--- config.mk ---
export PLATFORM = sky130hd
export DESIGN_NAME = spio_port
export DESIGN_NICKNAME = d
export VERILOG_FILES = /design/src/design/spio_pad_mux.sv /design/src/design/spio_port.sv
export SDC_FILE = /design/constraint.sdc
export NUM_CORES = 1
export LEC_CHECK = 0
export BUFFER_PORTS_ARGS = -buffer_cell sky130_fd_sc_hd__buf_4
export CAP_MARGIN = 20
export CORE_AREA = 2 2 117 119
export CTS_CLUSTER_DIAMETER = 120
export CTS_CLUSTER_SIZE = 25
export DETAILED_ROUTE_END_ITERATION = 16
export DIE_AREA = 0 0 119 121
export PLACE_DENSITY_LB_ADDON = 0.05
export SLEW_MARGIN = 25
export SYNTH_ARGS = -nofsm -noshare
export SYNTH_HDL_FRONTEND = slang
export SYNTH_HIERARCHICAL = 1
export SYNTH_SLANG_ARGS = --single-unit
--- constraint.sdc ---
create_clock -name core_clk -period 1.48 [get_ports core_clk]
set_input_delay 0.296 -clock core_clk [delete_from_list [all_inputs] [get_ports core_clk]]
set_output_delay 0.296 -clock core_clk [all_outputs]
set_load 0.05 [all_outputs]
--- src/design/spio_pad_mux.sv ---
// Shared-port constants and the per-pad ownership multiplexers
package spio_pkg;
  localparam int unsigned REG_SEL_W = 2;
  localparam logic [1:0] SEL_DIRECTION = 2'h0;
  localparam logic [1:0] SEL_LATCH = 2'h1;
  localparam logic [1:0] SEL_PIN_STATE = 2'h2;
  localparam logic DIR_RST_BIT = 1'h1;
  localparam logic LATCH_RST_BIT = 1'h0;
  localparam logic SYNC_RST_BIT = 1'h0;
  localparam logic [31:0] READ_ZERO = 32'h0;
endpackage

module spio_pad_mux #(
  parameter int unsigned WIDTH = 16,
  parameter logic [WIDTH-1:0] IMPL_MASK = '1,
  parameter logic [WIDTH-1:0] INPUT_ONLY_MASK = '0
) (
  input wire logic [WIDTH-1:0] dir_bits, // Port direction, 1 = input
  input wire logic [WIDTH-1:0] latch_bits, // Port output latch
  input wire logic [WIDTH-1:0] periph_en, // Peripheral enabled per pin
  input wire logic [WIDTH-1:0] periph_oe, // Peripheral actively driving per pin
  input wire logic [WIDTH-1:0] periph_out, // Peripheral output data per pin
  output logic [WIDTH-1:0] periph_owns, // Peripheral owns the pad driver
  output logic [WIDTH-1:0] pad_out, // Pad output data
  output logic [WIDTH-1:0] pad_oe // Pad output enable, high drives
);
  // Input-only peripherals never compete for the driver, so those bits act as dedicated ports
  always_comb
  begin
    periph_owns = periph_en & periph_oe & ~INPUT_ONLY_MASK & IMPL_MASK;
    // Data and enable each pass through their own multiplexer
    pad_out = ((periph_owns & periph_out) | (~periph_owns & latch_bits)) & IMPL_MASK;
    pad_oe = (periph_owns | (~periph_owns & ~dir_bits)) & IMPL_MASK;
  end
endmodule // spio_pad_mux

--- src/design/spio_port.sv ---
// Shared parallel I/O port: direction, latch and pin-state registers with pad sharing

module spio_port #(
  parameter int unsigned WIDTH = 16,
  parameter logic [WIDTH-1:0] IMPL_MASK = '1,
  parameter logic [WIDTH-1:0] INPUT_ONLY_MASK = '0
) (
  input wire logic core_clk, // Core clock, 100 MHz
  input wire logic rst_n, // Synchronous reset, active low
  input wire logic [spio_pkg::REG_SEL_W-1:0] reg_sel, // Register select
  input wire logic reg_wr, // Write strobe, one cycle
  input wire logic [WIDTH-1:0] reg_wdata, // Write data
  output logic [WIDTH-1:0] reg_rdata, // Read data of selected register
  input wire logic [WIDTH-1:0] analog_sel, // Pin configured as analog input
  input wire logic [WIDTH-1:0] periph_en, // Peripheral enabled per pin
  input wire logic [WIDTH-1:0] periph_oe, // Peripheral actively driving per pin
  input wire logic [WIDTH-1:0] periph_out, // Peripheral output data per pin
  output logic [WIDTH-1:0] periph_in, // Synchronised pin levels for peripherals
  input wire logic [WIDTH-1:0] pad_in, // Pad input level
  output logic [WIDTH-1:0] pad_out, // Pad output data
  output logic [WIDTH-1:0] pad_oe // Pad output enable, high drives
);
  localparam logic [WIDTH-1:0] DIR_RST = {WIDTH{spio_pkg::DIR_RST_BIT}} & IMPL_MASK;
  localparam logic [WIDTH-1:0] LATCH_RST = {WIDTH{spio_pkg::LATCH_RST_BIT}};
  localparam logic [WIDTH-1:0] SYNC_RST = {WIDTH{spio_pkg::SYNC_RST_BIT}};

  logic [WIDTH-1:0] dir_ff;
  logic [WIDTH-1:0] latch_ff;
  logic [WIDTH-1:0] pin_meta_ff;
  logic [WIDTH-1:0] pin_sync_ff;
  logic [WIDTH-1:0] rdata_ff;
  logic [WIDTH-1:0] nxt_rdata;
  logic [WIDTH-1:0] periph_owns;

  function automatic logic [WIDTH-1:0] keep_impl(input logic [WIDTH-1:0] v);
    keep_impl = v & IMPL_MASK;
  endfunction

  // Two writable registers per pin; absent bits never store anything
  always_ff @(posedge core_clk)
  begin
    if (!rst_n)
      dir_ff <= DIR_RST;
    else if (reg_wr && reg_sel == spio_pkg::SEL_DIRECTION)
      dir_ff <= keep_impl(reg_wdata);
  end

  always_ff @(posedge core_clk)
  begin
    if (!rst_n)
      latch_ff <= LATCH_RST;
    else if (reg_wr && (reg_sel == spio_pkg::SEL_LATCH || reg_sel == spio_pkg::SEL_PIN_STATE))
      latch_ff <= keep_impl(reg_wdata);
  end

  // The first stage feeds only the second
  always_ff @(posedge core_clk)
  begin
    if (!rst_n)
    begin
      pin_meta_ff <= SYNC_RST;
      pin_sync_ff <= SYNC_RST;
    end
    else
    begin
      pin_meta_ff <= pad_in;
      pin_sync_ff <= pin_meta_ff;
    end
  end

  assign periph_in = pin_sync_ff;

  // Read data is registered, so a read sees state one cycle old; software spacing covers it
  always_comb
  begin
    if (reg_sel == spio_pkg::SEL_DIRECTION)
      nxt_rdata = dir_ff;
    else if (reg_sel == spio_pkg::SEL_LATCH)
      nxt_rdata = latch_ff;
    else if (reg_sel == spio_pkg::SEL_PIN_STATE)
      nxt_rdata = keep_impl(pin_sync_ff & ~analog_sel);
    else
      nxt_rdata = spio_pkg::READ_ZERO[WIDTH-1:0];
  end

  always_ff @(posedge core_clk)
  begin
    if (!rst_n)
      rdata_ff <= LATCH_RST;
    else
      rdata_ff <= nxt_rdata;
  end

  assign reg_rdata = rdata_ff;

  // Every pin goes through the sharing multiplexers
  spio_pad_mux #(
    .WIDTH(WIDTH),
    .IMPL_MASK(IMPL_MASK),
    .INPUT_ONLY_MASK(INPUT_ONLY_MASK)
  ) u_pad_mux (
    .dir_bits(dir_ff),
    .latch_bits(latch_ff),
    .periph_en(periph_en),
    .periph_oe(periph_oe),
    .periph_out(periph_out),
    .periph_owns(periph_owns),
    .pad_out(pad_out),
    .pad_oe(pad_oe)
  );
endmodule // spio_port

==> results by group, run 1 <==
STA
  • Final worst-path cycle share: just under 100%
  • Final Setup Violations: 0
  • Setup repair after global routing missed its margin: false
  • Min Tclk post-route: 1.43 ns
  • Setup TNS: 0 ns
  • Rel. slew slack: 62.5%
  • Final Slew Violations: 0
  • Final hold viol count: 0
  • Setup Skew: 0.00650 ns
  • Achievable frequency: 699 MHz
  • Measured slew at the worst slew-check pin: 0.562 ns

Power
  • VDD IR max: 0.000541 V
  • Comb power frac: 22.4%
  • Sw Pwr: 1.66 mW
  • Pwr per Cell Area: 1090 nW/µm²
  • P_int: 4.35 mW
  • Reg power frac: between 30% and 40%
  • Post-route total power: 6.01 mW
  • Sw Ratio: 27.7%
  • Clk network pwr share: between 30% and 40%
  • LEAKAGE: approximately 2.6 nW

CTS
  • Num CTS Buffers: 9
  • # Post-CTS Setup Buffers: 0
  • Sink Count: 80
  • CTS Root Cell: clkbuf_16
  • Post-cts gate resize count: 0
  • CTS tree: built
  • Clk_lat worst skew: 0.33 ns
  • Cts-stage hold buffer count: 0
  • Clock slew seen by the registers of the worst setup and hold paths: roughly 0.06 ns
  • CTS Buffer Depth: 2
  • Total number of H-tree levels: 3

Critical path
  • Reg2Reg Capture Point: reg_rdata[12]
  • Critical path arrival: 1.13 ns
  • Slowest-stage cell, CP: dfxtp_1
  • Crit-path cells: mux2_4, buf_4
  • R2R Path Start: periph_in[12]
  • CP max FO: 3
  • WS Path Type: reg -> out
  • CP Data Required Time: 1.18 ns
  • R2R depth: 2
  • WP buf/inv: 1
  • Largest delay share family, worst path: flip-flops
  • FF-to-FF setup slack: 0.57 ns
  • Startpoint types: flip-flop
  • CP peak stage delay: roughly 0.35 ns
  • Crit end category: primary output

Logic synthesis
  • Net count after synthesis: 443
  • Yosys warning total: 6
  • Cells after synthesis: 339
  • Syn Area/Cell: between 10 and 15 µm²
  • Post-Synthesis Cell Area: 3650 µm²

GRT
  • Vias in the first global route: 2,959
  • Global Route Usage Sum: 14.0%
  • Largest net degree at the start of global routing: 58
  • Initial antenna violation count: 0
  • GRT Residual Overflow: 0
  • First-pass GRT wire length: 15,800 µm

Cells and area
  • Ant diodes: 0
  • Commonest non-fill, non-tap cell in the layout: buf_4
  • Fin area: 5500 µm²
  • Area of the multi-input gates: about 1800 µm²
  • Non-filler instance count after layout: between 600 and 700
  • Fill count: about 1,200
  • FF/Latch Area: 1600 µm²
  • Nets: ~610
  • Commonest cells after routing, fill and taps aside: buf_4, dfxtp_1, and2_1
  • Layout cells sized above 1: 53.8%
  • Area grow syn2layout: 50.6%

Floorplan
  • Initial Util: between 20% and 30%
  • Core Area: 13,100 µm²
  • Die W: 119 µm
  • Die Area: 14,400 µm²
  • IO Pins: roughly 170
  • Chip Height: 121 µm
  • # rows: 42

Detailed routing
  • Vias/cell: 4.48
  • Via count: just over 3,000
  • Remaining antenna violation count: 0
  • Post-Route WL: 10,200 µm
  • Iter 0 DRT Violations: 151
  • Pre-antenna DRT Iters: 4
  • WL/cell: between 10 and 15 µm
  • Residual DRC: 0

Hold path
  • Hold endpoint: pin_meta_ff[3]
  • Hold Path Class: in -> reg
  • Hold Startpoint: pad_in[3]
  • Hold depth: 2

Job
  • Max-Cap Viols: 0

Placement
  • IO Port Bufs: 164
  • Placed Area: 5180 µm²
  • DPL Wire Length: 7590 µm
  • GP Congestion: between 0.7 and 0.8
  • Placed instance count: 673

Status
  • Status: finished, final reports clean
how the worst max path moves through the flow:
stage	startpoint	endpoint	slack, ns	cells past startpoint
after floorplan	reg_sel[0]	dir_ff[0]	0.21	5
after global placement	reg_sel[0]	dir_ff[6]	0.0006	6
after detailed placement	reg_sel[0]	dir_ff[5]	-0.05	6
after CTS	latch_ff[5]	pad_out[5]	0.03	2
after global routing	latch_ff[5]	pad_out[5]	0.008	2
final	latch_ff[5]	pad_out[5]	0.05	2
flip-flops by register name (all words and copies together), names as in the netlist:
name,cells
pin_meta_ff,16
latch_ff,16
dir_ff,16
periph_in,16
reg_rdata,16
per-layer routing:
metal	share of wire [%]	GRT usage [%]	wire, µm	vias to the layer above
li1	-	-	-	1549
met1	48	19.5	4930	1425
met2	43	20.2	4390	107
met3	7.9	4.18	806	7
met4	1.0	5.80	106	0
met5	0	0	0	-
final cells by class:
| cell class | count | share of cell area [%] |
|---|---|---|
| Timing Repair Buffer | 187 | 27.4 |
| Multi-Input combinational cell | 211 | 32.4 |
| Clock buffer | 14 | 5.17 |
| Sequential cell | 80 | 29.1 |
| Clock inverter | 2 | 0.638 |
| Inverter | 19 | 1.30 |
| Tap cell | 176 | 4.01 |
stage by stage:
step                      util, %  worst slack [ns]  hold WS, ns
after floorplan                 -             0.207        0.412
after global placement       39.6          0.000556        0.414
after detailed placement     39.6           -0.0485        0.418
after CTS                    42.0            0.0326        0.158
after global routing         42.0           0.00767        0.165
final                        42.0            0.0502        0.170
power groups by stage:
stage / Clock [mW] / Combinational [mW] / Sequential, mW
5_1_grt: 2.49 / 1.43 / 2.34
4_1_cts: 2.41 / 1.36 / 2.33
2_1_floorplan: 0 / 0.705 / 2.49
6_report: 2.33 / 1.35 / 2.33
3_3_place_gp: 0 / 1.34 / 2.38
3_5_place_dp: 0 / 1.36 / 2.38
worst reg2reg max path, cell delays in order (launching register included):
cell	delay, ns
dfxtp_1	0.35
nand4bb_1	0.21
a221oi_2	0.27
Note: power is estimated with default switching activity, not from simulation.
==> run 2, diff against run 1 <==
Settings changed: CORE_AREA 2 2 117 119 to 5 5 120 122, CTS_CLUSTER_DIAMETER 120 to 60, DIE_AREA 0 0 119 121 to 0 0 125 127.
==> run 2 against run 1 <==
  * Non-clock buffer count decreased by 5
  * First-iteration DRC count down 25%
  * Sequential power is essentially flat
  * Die area rose by 10%
  * Global-route usage shrank 0.76 points
  * Worst hold slack got worse by 0.0014 ns
  * Final area decreased by 1.2%
  * Clock skew shrank 0.0028 ns
  * Combinational power is essentially flat
  * Utilization decreased by 0.51 points
  * Routed wire length grew 5.3%
==> results by group, run 2 (synthesis gave the netlist of run 1 again) <==
Cells and area
  • Fill count: approximately 1,300
  • Layout cells sized above 1: 53.5%
  • Ant diodes: 0
  • Non-filler instance count after layout: 683
  • Area of the multi-input gates: 1780 µm²
  • Area grow syn2layout: 48.7%
  • FF/Latch Area: about 1600 µm²
  • Commonest non-fill, non-tap cell in the layout: buf_4
  • Commonest cells after routing, fill and taps aside: buf_4, dfxtp_1, and2_1
  • Core Util, Final: 41.5%
  • Nets: 607

Detailed routing
  • Pre-antenna DRT Iters: 4
  • WL/cell: 15.8 µm
  • Residual DRC: 0
  • Iter 0 DRT Violations: 114
  • Vias/cell: 4.46
  • Via count: 3,049
  • Remaining antenna violation count: 0
  • Post-Route WL: 10,800 µm

Critical path
  • Critical path arrival: 1.14 ns
  • WS Path Type: reg -> out
  • Crit-path cells: mux2_4, buf_4
  • CP max FO: 3
  • CP peak stage delay: 0.35 ns
  • Startpoint types: flip-flop
  • CP Data Required Time: roughly 1.2 ns
  • Crit end category: primary output
  • Slowest-stage cell, CP: dfxtp_1

Placement
  • Placed instance count: 668
  • GP Congestion: 0.717
  • IO Port Bufs: 164
  • DPL Wire Length: 8170 µm

Power
  • Pwr per Cell Area: 1080 nW/µm²
  • Post-route total power: slightly below 6 mW
  • LEAKAGE: about 2.5 nW
  • VDD IR max: roughly 0.00040 V

STA
  • Achievable frequency: 696 MHz
  • Final hold viol count: 0
  • Setup Skew: roughly 0.0037 ns
  • Final Slew Violations: 0
  • Final worst-path cycle share: 97.0%
  • Min Tclk post-route: 1.44 ns
  • Measured slew at the worst slew-check pin: 0.556 ns
  • Final Setup Violations: 0
  • Hold slack: 0.169 ns
  • Rel. slew slack: around 63%
  • Setup TNS: 0 ns
  • Setup repair after global routing missed its margin: false

GRT
  • Initial antenna violation count: 0
  • Largest net degree at the start of global routing: 57
  • Global Route Usage Sum: 13.3%
  • GRT Residual Overflow: 0
  • First-pass GRT wire length: 16,800 µm
  • Vias in the first global route: 3,097

Floorplan
  • Die Area: about 16,000 µm²
  • Initial Util: 27.9%
  • # rows: 42
  • Die W: 125 µm
  • Core Area: about 13,000 µm²
  • Chip Height: 127 µm
  • IO Pins: 165

CTS
  • # Post-CTS Setup Buffers: 0
  • Clock slew seen by the registers of the worst setup and hold paths: 0.06 ns
  • Clk_lat worst skew: 0.33 ns
  • Total number of H-tree levels: 3
  • Cts-stage hold buffer count: 0
  • CTS tree: built
  • Post-cts gate resize count: 0
  • CTS Buffer Depth: 2
  • CTS Root Cell: clkbuf_16
  • Num CTS Buffers: 9
  • Sink Count: 80

Hold path
  • Hold Path Class: in -> reg

Status
  • Status: finished, final reports clean

Job
  • Max-Cap Viols: 0
[run 2: cell count changes in the layout (fill, tap and decap cells not counted), sizes merged]
cell	previous run	this run
buf	187	182
clkinv	1	3
clkbuf	14	11
[run 2: report_power, final]
group	leakage (nW)	internal, mW	switching, mW
clock	0.145	1.33	0.855
combinational	1.74	0.584	0.758
sequential	0.659	2.27	0.0704
total	2.54	4.18	1.68
[run 2: critical path: cells and delay by family, from the launching register on]
kind     cells  cell delay (ns)
flops        1             0.35
buf+inv      1             0.19
mux          1             0.27
[run 2: worst paths after layout]
kind              startpoint         endpoint  slack (ns)  depth (start not counted)
min reg2reg  pin_meta_ff[15]    periph_in[15]        0.43                          1
min               pad_in[14]  pin_meta_ff[14]        0.17                          2
max              latch_ff[6]       pad_out[6]        0.04                          2
max reg2reg     periph_in[1]     reg_rdata[1]        0.59                          2
[run 2: layout make-up]
cell class              instances  share of cell area [%]
multi-input cells             211                    32.8
flip-flops and latches         80                    29.5
repair buffers                182                    27.0
clock buffers                  11                    4.47
well taps                     176                    4.06
inverters                      19                    1.31
clock inverters                 4                   0.830
[run 2: metrics by stage]
step,setup slack [ns],cell area (µm²)
2_1_floorplan,0.207,3650
3_3_place_gp,0.0441,5140
3_5_place_dp,0.0139,5140
4_1_cts,0.0270,5430
5_1_grt,0.000732,5430
6_report,0.0439,5430
[run 2: per-layer routing]
metal | wire [µm] | vias to the layer above | track usage (%)
met3 | 939 | 11 | 4.67
met1 | 4970 | 1388 | 18.3
met5 | 0 | - | 0
met4 | 152 | 0 | 5.17
met2 | 4710 | 110 | 19.0
li1 | - | 1540 | -
==> run 3, diff against run 2 <==
Settings changed: CORE_AREA 5 5 120 122 to 5 5 118 120, DIE_AREA 0 0 125 127 to 0 0 123 125.
==> run 3 against run 2 <==
  * Register-to-register slack better by 0.02 ns
  * Critical path type unchanged
  * Clock power barely moved
  * Utilization up 0.55 points
  * Critical path depth stayed put
  * Non-clock buffer count fell by 2
  * Global-route usage increased by 0.76 points
  * Die area fell by 3.1%
  * Sequential power about the same
  * Final cell count shrank 0.15%
  * Via count is 0.69% lower
  * First-iteration DRC count grew 93%
  * Maximum frequency increased by 0.83%
==> results by group, run 3 (synthesis gave the netlist of run 1 again) <==
Detailed routing
  • Post-Route WL: 10,700 µm
  • Residual DRC: 0
  • Via count: 3,028
  • Iter 0 DRT Violations: 220
  • Vias/cell: 4.44
  • WL/cell: 15.7 µm
  • Remaining antenna violation count: 0
  • Pre-antenna DRT Iters: 4

CTS
  • CTS Buffer Depth: 2
  • Total number of H-tree levels: 3
  • # Post-CTS Setup Buffers: 0
  • Post-cts gate resize count: 0
  • Sink Count: 80
  • Clk_lat worst skew: 0.33 ns
  • Clock slew seen by the registers of the worst setup and hold paths: 0.06 ns
  • CTS tree: built
  • Cts-stage hold buffer count: 0
  • CTS Root Cell: clkbuf_16
  • Num CTS Buffers: 9

Critical path
  • WP buf/inv: 1
  • CP max FO: 3
  • CP Data Required Time: 1.18 ns
  • Startpoint types: flip-flop
  • Slowest-stage cell, CP: dfxtp_1
  • Crit-path cells: mux2_4, buf_4
  • Largest delay share family, worst path: flip-flops
  • CP peak stage delay: between 0.3 and 0.4 ns
  • Crit end category: primary output
  • WS Path Type: reg -> out
  • Critical path arrival: 1.13 ns

Cells and area
  • Non-filler instance count after layout: 682
  • Core Util, Final: 42.0%
  • Nets: 605
  • Layout cells sized above 1: 53.4%
  • Area grow syn2layout: 48.3%
  • Commonest cells after routing, fill and taps aside: buf_4, dfxtp_1, and2_1
  • Ant diodes: 0
  • Commonest non-fill, non-tap cell in the layout: buf_4

STA
  • Final worst-path cycle share: 96.2%
  • Setup TNS: 0 ns
  • Rel. slew slack: just over 60%
  • Achievable frequency: 702 MHz
  • Setup Skew: 0.00600 ns
  • Measured slew at the worst slew-check pin: 0.565 ns
  • Hold slack: ~0.17 ns
  • Setup repair after global routing missed its margin: false
  • Final Slew Violations: 0
  • Final Setup Violations: 0
  • Min Tclk post-route: 1.42 ns
  • Final hold viol count: 0

Placement
  • GP Congestion: 0.705
  • DPL Wire Length: approximately 8100 µm
  • Placed instance count: between 600 and 700
  • IO Port Bufs: about 160

Power
  • Reg power frac: 39.6%
  • Sw Ratio: 28.8%
  • Clk network pwr share: 37.7%
  • Pwr per Cell Area: ~1100 nW/µm²
  • Comb power frac: between 20 and 25%
  • P_int: 4.19 mW
  • Post-route total power: 5.88 mW
  • Sw Pwr: 1.69 mW
  • LEAKAGE: 2.53 nW
  • VDD IR max: 0.000524 V

Floorplan
  • Initial Util: 28.3%
  • # rows: 42
  • Die Area: 15,400 µm²
  • Core Area: 12,900 µm²
  • Die W: about 120 µm
  • Chip Height: 125 µm
  • IO Pins: 165

Job
  • Max-Cap Viols: 0

GRT
  • Initial antenna violation count: 0
  • GRT Residual Overflow: 0
  • Vias in the first global route: 3,210
  • Largest net degree at the start of global routing: 58
  • Global Route Usage Sum: 14.0%
  • First-pass GRT wire length: approximately 17,000 µm

Hold path
  • Hold Path Class: in -> reg

Status
  • Status: finished, final reports clean
[run 3: layer usage]
layer | share of wire, % | GRT usage [%] | up-vias
met5 | 0 | 0 | -
met1 | 45 | 18.3 | 1389
met4 | 1.4 | 4.69 | 0
li1 | - | - | 1531
met3 | 9.0 | 4.83 | 9
met2 | 45 | 21.6 | 99
[run 3: power groups by stage]
stage / logic [mW] / clock network, mW / registers (mW)
2_1_floorplan: 0.705 / 0 / 2.49
3_3_place_gp: 1.33 / 0 / 2.38
3_5_place_dp: 1.35 / 0 / 2.38
4_1_cts: 1.35 / 2.31 / 2.33
5_1_grt: 1.42 / 2.38 / 2.35
6_report: 1.33 / 2.22 / 2.33
[run 3: worst paths after layout]
check / start / endpoint / slack (ns) / cells past startpoint
max: latch_ff[6] / pad_out[6] / 0.06 / 2
max reg2reg: periph_in[1] / reg_rdata[1] / 0.61 / 2
min reg2reg: pin_meta_ff[12] / periph_in[12] / 0.43 / 1
min: pad_in[8] / pin_meta_ff[8] / 0.17 / 2
[run 3: worst reg2reg max path, cell delays in order, from the launching register on]
cell and delay, ns:
dfxtp_1 0.35, nand4bb_1 0.19, a221oi_2 0.25
[run 3: final cells by class]
class                           instances  area [µm²]
Fill cell                            1266        7460
Multi-Input combinational cell        211        1780
Sequential cell                        80        1600
Timing Repair Buffer                  180        1440
Clock buffer                           11         243
Tap cell                              176         220
Inverter                               19        71.3
Clock inverter                          5        56.3
[run 3: stage by stage]
| step | worst slack [ns] | cell area [µm²] |
|---|---|---|
| floorplan | 0.207 | 3650 |
| global placement | 0.0434 | 5110 |
| detailed placement | 0.0137 | 5110 |
| CTS | 0.0338 | 5410 |
| global route | 0.0190 | 5410 |
| finish | 0.0557 | 5410 |
